==> config.mk <==
export PLATFORM = sky130hd
export DESIGN_NAME = cfg_fuse
export DESIGN_NICKNAME = d
export VERILOG_FILES = /design/src/rtl/cfg_fuse_pkg.sv /design/src/rtl/fuse_if.sv /design/src/rtl/fuse_array.sv /design/src/rtl/cfg_fuse.sv
export VERILOG_INCLUDE_DIRS = /design/src /design/src/rtl
export SDC_FILE = /design/constraint.sdc
export NUM_CORES = 1
export LEC_CHECK = 0
export CORE_MARGIN = 2
export CORE_UTILIZATION = 60
export CTS_CLUSTER_SIZE = 25
export DETAILED_ROUTE_END_ITERATION = 12
export DONT_BUFFER_PORTS = 1
export GPL_ROUTABILITY_DRIVEN = 1
export PLACE_DENSITY = 0.76
export SLEW_MARGIN = 20
export SYNTH_ARGS = -nofsm -noshare
export SYNTH_HDL_FRONTEND = slang
export SYNTH_SLANG_ARGS = --single-unit
export TNS_END_PERCENT = 10
==> constraint.sdc <==
create_clock -name core_clk_i -period 10.91 [get_ports core_clk_i]
set_input_delay 2.182 -clock core_clk_i [delete_from_list [all_inputs] [get_ports core_clk_i]]
set_output_delay 2.182 -clock core_clk_i [all_outputs]
set_load 0.02 [all_outputs]
==> src/rtl/cfg_fuse_defines.svh <==
// constants for the configuration and lock fuse block
`ifndef CFG_FUSE_DEFINES_SVH
`define CFG_FUSE_DEFINES_SVH
// ==========================================================
// address map
`define SIG_ADDR_0        16'hFC30
`define SIG_ADDR_1        16'hFC31
`define SIG_ADDR_2        16'hFC60
`define CUST_ADDR_LO      16'hFCE0
`define CUST_ADDR_HI      16'hFCFF
`define CFG1_ADDR         16'hFD00
`define CFG2_ADDR         16'hFD01
// ==========================================================
// field positions in config byte one
`define CFG1_WDT_BIT      7
`define CFG1_PRST_BIT     5
`define CFG1_OSC_MSB      2
`define CFG1_OSC_LSB      0
// ==========================================================
// reset, unprogrammed and signature values
`define FUSE_BLANK        8'hFF
`define OSC_EXTERNAL      3'h7
`define SIG_BYTE_0        8'h15  // arbitrary value
`define SIG_BYTE_1        8'h2A  // arbitrary value
`define SIG_BYTE_2        8'h3C  // arbitrary value
`endif

==> src/rtl/cfg_fuse_pkg.sv <==
// types for the configuration and lock fuse block
package cfg_fuse_pkg;
   // lock state from the two lock bits (second, first)
   typedef enum logic [1:0] {
      LOCK_OPEN   = 2'b11,
      LOCK_PROG   = 2'b10,
      LOCK_BAD    = 2'b01,
      LOCK_FULL   = 2'b00
   } lock_state_t;
   // loader phase, gray along the path
   typedef enum logic [1:0] {
      PH_RESET    = 2'b00,
      PH_LOAD     = 2'b01,
      PH_RUN      = 2'b11
   } phase_t;
endpackage

==> src/rtl/fuse_if.sv <==
// carrier between the fuse block and its fuse array
`timescale 1ns/1ps
interface fuse_if;
   logic       we;      // program strobe
   logic [5:0] waddr;   // program word index
   logic [7:0] wdata;   // program data
   logic [5:0] raddr;   // read word index
   logic [7:0] rdata;   // registered read data
   modport ctrl (output we, output waddr, output wdata,
                 output raddr, input rdata);
   modport mem  (input we, input waddr, input wdata,
                 input raddr, output rdata);
endinterface

==> src/rtl/fuse_array.sv <==
// small fuse array: 32 customer bytes plus two config bytes
`timescale 1ns/1ps
module fuse_array #(
   parameter int DEPTH = 34
) (
   // clock and reset
   input  wire logic core_clk_i,
   input  wire logic resetn_i,
   // access port
   fuse_if.mem       fb
);
   `include "cfg_fuse_defines.svh"
   // ==========================================================
   // storage, blank reads ones; one-time cells only clear bits
   // blank fill at declaration, a one-time part arrives unprogrammed
   logic [7:0] mem_r [DEPTH] = '{default: `FUSE_BLANK};
   logic [7:0] rdata_r;   // read data register
   always_ff @(posedge core_clk_i) begin
      if (fb.we && (int'(fb.waddr) < DEPTH)) begin
         mem_r[fb.waddr] <= mem_r[fb.waddr] & fb.wdata;
      end
      if (!resetn_i) begin
         rdata_r <= `FUSE_BLANK;
      end else if (int'(fb.raddr) < DEPTH) begin
         rdata_r <= mem_r[fb.raddr];
      end else begin
         rdata_r <= `FUSE_BLANK;
      end
   end
   assign fb.rdata = rdata_r;
endmodule // fuse_array

==> src/rtl/cfg_fuse.sv <==
// configuration and lock fuse loader with read paths
`timescale 1ns/1ps
module cfg_fuse (
   // clock and reset
   input  wire logic                     core_clk_i,
   input  wire logic                     resetn_i,
   // core code-space data read
   input  wire logic                     code_rd_i,
   input  wire logic [15:0]              code_addr_i,
   output logic                          code_hit_o,
   output logic [7:0]                    code_data_o,
   // core external-data read
   input  wire logic                     xdata_rd_i,
   input  wire logic [15:0]              xdata_addr_i,
   output logic                          xdata_hit_o,
   output logic [7:0]                    xdata_data_o,
   // programmer port
   input  wire logic                     prog_mode_i,
   input  wire logic                     prog_wr_i,
   input  wire logic                     prog_rd_i,
   input  wire logic [15:0]              prog_addr_i,
   input  wire logic [7:0]               prog_wdata_i,
   input  wire logic                     prog_lock_first_i,
   input  wire logic                     prog_lock_second_i,
   output logic                          prog_ack_o,
   output logic                          prog_deny_o,
   output logic [7:0]                    prog_rdata_o,
   output logic                          code_prog_en_o,
   output logic                          code_verify_en_o,
   // decoded configuration
   output logic                          port_reset_level_o,
   output logic                          watchdog_fuse_enable_o,
   output logic [2:0]                    osc_source_select_o,
   output logic [7:0]                    power_up_config_byte_two_o,
   output cfg_fuse_pkg::lock_state_t     lock_state_o,
   output logic                          cfg_valid_o
);
   import cfg_fuse_pkg::*;
   `include "cfg_fuse_defines.svh"

   fuse_if fb ();
   fuse_array #(.DEPTH(34)) u_arr (
      .core_clk_i (core_clk_i),
      .resetn_i   (resetn_i),
      .fb         (fb)
   );

   // ==========================================================
   // address decode helpers
   function automatic logic in_cust(input logic [15:0] a);
      in_cust = (a >= `CUST_ADDR_LO) && (a <= `CUST_ADDR_HI);
   endfunction
   function automatic logic [5:0] fuse_idx(input logic [15:0] a);
      // customer bytes 0..31, config one 32, config two 33
      if (in_cust(a)) fuse_idx = {1'b0, a[4:0]};
      else if (a == `CFG1_ADDR) fuse_idx = 6'h20;
      else if (a == `CFG2_ADDR) fuse_idx = 6'h21;
      else fuse_idx = 6'h3F;
   endfunction
   function automatic logic is_fuse(input logic [15:0] a);
      is_fuse = in_cust(a) || (a == `CFG1_ADDR) || (a == `CFG2_ADDR);
   endfunction

   // ==========================================================
   // state
   typedef struct packed {
      phase_t      ph;
      logic [7:0]  cfg1;
      logic [7:0]  cfg2;
      logic        lk1;       // first lock, 0 = programmed
      logic        lk2;       // second lock, 0 = programmed
      logic        chit;
      logic [7:0]  cdat;
      logic        rd_pend;   // array read in flight for core
      logic        xhit;
      logic [7:0]  xdat;
      logic        ack;
      logic        deny;
      logic [7:0]  prd;
      logic        prd_pend;  // array read in flight for programmer
      logic        prst;
      logic        pen;       // code programming allowed
      logic        ven;       // code verify allowed
   } st_t;
   // lock cells and enables start unprogrammed before the first reset
   st_t s_r = st_t'({PH_RESET, `FUSE_BLANK, `FUSE_BLANK, 2'b11,
                     31'h0, 2'b11});
   st_t s_nxt;
   logic [5:0] raddr_nxt;  // array read index
   logic       valid_r;    // load finished, registered

   // ==========================================================
   // next state
   always_comb begin
      s_nxt = s_r;
      raddr_nxt = 6'h3F;
      s_nxt.chit = 1'b0;
      s_nxt.xhit = 1'b0;
      s_nxt.ack = 1'b0;
      s_nxt.deny = 1'b0;
      s_nxt.rd_pend = 1'b0;
      s_nxt.prd_pend = 1'b0;
      case (s_r.ph)
         PH_RESET: begin
            raddr_nxt = 6'h20;
            s_nxt.ph = PH_LOAD;
         end
         PH_LOAD: begin
            // latch once after each reset, not reloaded while running
            s_nxt.cfg1 = fb.rdata;
            s_nxt.prst = fb.rdata[`CFG1_PRST_BIT];
            raddr_nxt = 6'h21;
            s_nxt.ph = PH_RUN;
         end
         PH_RUN: begin
            if (s_r.rd_pend && !s_r.prd_pend) begin
               s_nxt.chit = 1'b1;
               s_nxt.cdat = fb.rdata;
            end
            if (s_r.prd_pend) begin
               s_nxt.ack = 1'b1;
               s_nxt.prd = fb.rdata;
            end
            // second config byte, read during load, lands once
            if (!valid_r) begin
               s_nxt.cfg2 = fb.rdata;
            end
            // programmer side, gated by lock bits
            if (prog_mode_i && prog_wr_i) begin
               if ({s_r.lk2, s_r.lk1} == LOCK_OPEN) begin
                  s_nxt.ack = 1'b1;
               end else begin
                  s_nxt.deny = 1'b1;
               end
            end else if (prog_mode_i && prog_lock_first_i) begin
               s_nxt.lk1 = 1'b0;
               s_nxt.ack = 1'b1;
            end else if (prog_mode_i && prog_lock_second_i) begin
               // second lock only after first
               if (!s_r.lk1) begin
                  s_nxt.lk2 = 1'b0;
                  s_nxt.ack = 1'b1;
               end else begin
                  s_nxt.deny = 1'b1;
               end
            end else if (prog_mode_i && prog_rd_i) begin
               if (s_r.lk1 || s_r.lk2) begin
                  raddr_nxt = fuse_idx(prog_addr_i);
                  s_nxt.prd_pend = 1'b1;
               end else begin
                  s_nxt.deny = 1'b1;
               end
            end else if (code_rd_i) begin
               // signature bytes straight from constants
               if (code_addr_i == `SIG_ADDR_0) begin
                  s_nxt.chit = 1'b1;
                  s_nxt.cdat = `SIG_BYTE_0;
               end else if (code_addr_i == `SIG_ADDR_1) begin
                  s_nxt.chit = 1'b1;
                  s_nxt.cdat = `SIG_BYTE_1;
               end else if (code_addr_i == `SIG_ADDR_2) begin
                  s_nxt.chit = 1'b1;
                  s_nxt.cdat = `SIG_BYTE_2;
               end else if (in_cust(code_addr_i)) begin
                  // data read only, fetch path not decoded
                  raddr_nxt = fuse_idx(code_addr_i);
                  s_nxt.rd_pend = 1'b1;
               end
            end
            // config readback from latched copy
            if (xdata_rd_i && xdata_addr_i == `CFG1_ADDR) begin
               s_nxt.xhit = 1'b1;
               s_nxt.xdat = s_r.cfg1;
            end else if (xdata_rd_i && xdata_addr_i == `CFG2_ADDR) begin
               s_nxt.xhit = 1'b1;
               s_nxt.xdat = s_r.cfg2;
            end
         end
         default: s_nxt.ph = PH_RESET;
      endcase
      if (!resetn_i) begin
         s_nxt = '0;
         s_nxt.ph = PH_RESET;
         s_nxt.cfg1 = `FUSE_BLANK;
         s_nxt.cfg2 = `FUSE_BLANK;
         s_nxt.cdat = 8'h00;
         s_nxt.lk1 = s_r.lk1; // lock cells are nonvolatile
         s_nxt.lk2 = s_r.lk2;
         s_nxt.prst = 1'b1;
         raddr_nxt = 6'h3F;
      end
      // enables follow the lock cells, registered with them
      s_nxt.pen = s_nxt.lk1 & s_nxt.lk2;
      s_nxt.ven = s_nxt.lk1 | s_nxt.lk2;
   end

   // programmer writes reach the array only while open
   assign fb.we = (s_r.ph == PH_RUN) && prog_mode_i && prog_wr_i &&
                  s_r.lk1 && s_r.lk2 && is_fuse(prog_addr_i);
   assign fb.waddr = fuse_idx(prog_addr_i);
   assign fb.wdata = prog_wdata_i;
   assign fb.raddr = raddr_nxt;

   // ==========================================================
   // state register
   always_ff @(posedge core_clk_i) begin
      s_r <= s_nxt;
      valid_r <= resetn_i && (s_r.ph == PH_RUN);
   end

   // ==========================================================
   // outputs, all from flip-flops
   assign cfg_valid_o = valid_r;
   assign code_hit_o = s_r.chit;
   assign code_data_o = s_r.cdat;
   assign xdata_hit_o = s_r.xhit;
   assign xdata_data_o = s_r.xdat;
   assign prog_ack_o = s_r.ack;
   assign prog_deny_o = s_r.deny;
   assign prog_rdata_o = s_r.prd;
   assign code_prog_en_o = s_r.pen;
   assign code_verify_en_o = s_r.ven;
   assign port_reset_level_o = s_r.prst;
   assign watchdog_fuse_enable_o = s_r.cfg1[`CFG1_WDT_BIT];
   assign osc_source_select_o =
      s_r.cfg1[`CFG1_OSC_MSB:`CFG1_OSC_LSB];
   assign power_up_config_byte_two_o = s_r.cfg2;
   assign lock_state_o = lock_state_t'({s_r.lk2, s_r.lk1});
endmodule // cfg_fuse

==> summary.md <==
| Metric | Value |
|---|---|
| Pwr Total | 2.64 mW |
| FP Rows | 59 |
| Fmax achieved | 177 MHz |
| Worst skew pair latency | 0.53 ns |
| Final worst setup slack | 5.28 ns |
| DRC viols | 0 |
| Post-CTS sizing | 0 |
| CP Capture Type | flop |
| Least-Margin Pin Slew | 1.11 ns |
| Layout Nets | 1387 |
| Power density cells | 156 nW/um^2 |
| Total wire length | 48.6 mm |
| Drt wl/cell | between 20 and 30 um |
| Fin Setup TNS | 0 ns |
| Startpoint Class | input port |
| R2r setup slk | 6.34 ns |
| Yosys Warn Count | 0 |
| Synth async-reset ratio | 0% |
| CP Class | in -> reg |
| Required @ worst endpoint | 11.30 ns |
| Vias/cell | 7.26 |
| Post-CTS setup buffers | 0 |
| Die area | 27800 um^2 |
| CTS tree | yes |
| Reg clk slew, reported paths | 0.06 ns |
| Starting Density | 61.0% |
| Peak supply drop | ~130 uV |
| Commonest non-fill, non-tap cell in the layout | edfxtp_1 |
| Vias in the first global route | 11800 |
| Seq/Total Area, Yosys | 59.1% |
| First-pass GRT wire length | 71.3 mm |
| Mapped Avg Cell Area | around 12 um^2 |
| Hold Buf Count CTS | 0 |
| Longest Clk Path Bufs | 3 |
| Critical Path, Cell by Cell | and2_1, nand3_4, o32a_4, o21ai_4, buf_4, buf_4, mux4_1, a22o_1, o41ai_1, o21ai_1 |
| CP max stage cell | buf_4 |
| Total gr overflow | 0 |
| Pre-CTS setup slack | 4.85 ns |
| Antenna Nets Post-Route | 0 |
| Syn Inst Count | 1380 |
| PortBufs | 0 |
| Fraction of layout cells with a size suffix above 1 | 10.8% |
| Dominant synthesized flop cell | edfxtp_1 |
| Outcome | finished, final reports clean |
| Synth unique cells | 81 |
| DR vias | 12200 |
| CTS H-tree lvls | 2 |
| Largest net degree at the start of global routing | 53 |
| Post-DP HPWL | about 30 mm |
| Hold Path Class | reg -> reg |
| P&R area growth vs syn | 6.69% |
| Max-Cap Viols | 0 |
| Core ar. | around 26000 um^2 |
| Final setup vio count | 0 |
| Total GRT Usage | around a third |
| CTS root buffer | clkbuf_16 |
| Commonest cells after routing, fill and taps aside | 272 x edfxtp_1, 194 x nand2_1, 107 x nor2_1 |
| CP peak stage delay | 0.72 ns |
| First-pass iteration count of the detailed router | 6 |
| Top cell by count, worst path | buf_4 |
| Fin. Hold Viols | 0 |
| CTS Buf Count | 34 |
| Syn nets | 1445 |
| Clock sinks | 333 |
| Crit Path Max Fanout | 52 |
| Leakage Power | 5.62 nW |
| Yosys reg bits | between 300 and 400 |
| Die Span Y | 167 um |
| GPL Wtd Cong | 0.960 |
| Worst Clk Skew | 0.0295 ns |
| Post-synth EDFFs | 272 |
| Synthesized area | 15900 um^2 |
| Antenna violations before repair | 5 |
| Die X | 167 um |
| Initial DRC count | 2027 |
| IO Count | 111 |
| Min Tclk post-route | between 5 and 6 ns |
| Count of pins over their slew limit | 0 |
| RSZ-0062 raised after global routing | false |
| Period utilisation layout | between 50% and 60% |
| Max_slew headroom | 25.4% |
| Worst EP arrival | roughly 6.0 ns |
layer usage:
layer	vias to the layer above	wire length (um)	global-route usage, %
li1	5146	-	-
met1	5817	17100	43.9
met2	1036	21300	51.9
met3	217	7330	11.7
met4	6	2830	18.1
met5	-	33	0
cell type report:
class | count | area (um^2)
Multi-Input combinational cell | 921 | 5860
Timing Repair Buffer | 26 | 195
Tap cell | 335 | 419
Inverter | 6 | 23.8
Clock buffer | 47 | 963
Sequential cell | 333 | 9390
Fill cell | 1950 | 9100
Clock inverter | 13 | 92.6
Antenna cell | 3 | 7.51
kinds of logic (layout without fill, tap and decap cells):
family	Yosys count	in the layout	synth area share, %
muxes	109	109	8.08
and+or+nand+nor	483	483	14.2
DFF	333	333	59.1
other	0	3	0
AOI/OAI and AO/OA	329	329	14.2
buffers and inverters	126	92	4.43
critical path, delay by kind of cell:
family | cells | cell delay (ns)
AND/OR/NAND/NOR | 2 | 0.67
multiplexers | 1 | 0.64
AO/OA/AOI/OAI | 5 | 1.24
buffers and inverters | 2 | 1.21
registers in the layout, indices dropped and copies added (netlist names):
name                        flops
prog_rdata_o                    8
power_up_config_byte_two_o      8
osc_source_select_o             3
lock_state_o                    2
code_verify_en_o                1
code_hit_o                      1
xdata_data_o                    8
s_r                             8
prog_deny_o                     1
xdata_hit_o                     1
watchdog_fuse_enable_o          1
prog_ack_o                      1
cfg_valid_o                     1
code_prog_en_o                  1
u_arr.mem_r                   272
code_data_o                     8
u_arr.fb.rdata                  8
worst paths after layout:
kind	startpoint	end	depth (start not counted)
min reg2reg	s_r[47]	s_r[47]	2
max	prog_mode_i	u_arr.fb.rdata[5]	10
max reg2reg	s_r[52]	u_arr.fb.rdata[5]	12
min	s_r[47]	s_r[47]	2
report_power, final:
part           switching [mW]  total [mW]  internal [mW]
sequential             0.0136        1.38           1.37
clock                   0.480        1.12          0.642
combinational          0.0920       0.139         0.0469
cell usage after synthesis (14+ instances only):
master    instances  share of area [%]
o221ai_1         19                1.0
mux2_2           22                1.6
buf_4            40                1.9
clkbuf_1         56                1.3
buf_2            14               0.44
nand3_1          62                2.0
mux2i_1          75                4.7
nor3_1           31               0.98
dfxtp_1          61                7.7
nand2_1         196                4.6
o21ai_0          57                1.8
edfxtp_1        272                 51
o22ai_1          50                2.0
o22a_1           16               0.88
a21oi_1          72                2.3
and3_1           15               0.59
nor4_1           20               0.79
nor2_1          107                2.5
per-stage QoR:
step	hold slack (ns)	instances	area (um^2)	util (%)
floorplan	0.437	1380	15900	-
global placement	0.451	1621	15900	60.9
detailed placement	0.462	1621	15900	61.0
CTS	0.479	1681	16900	65.0
global route	0.502	1681	16900	65.0
finish	0.482	1684	17000	65.1
No activity file was read; power rests on OpenSTA's default activity.
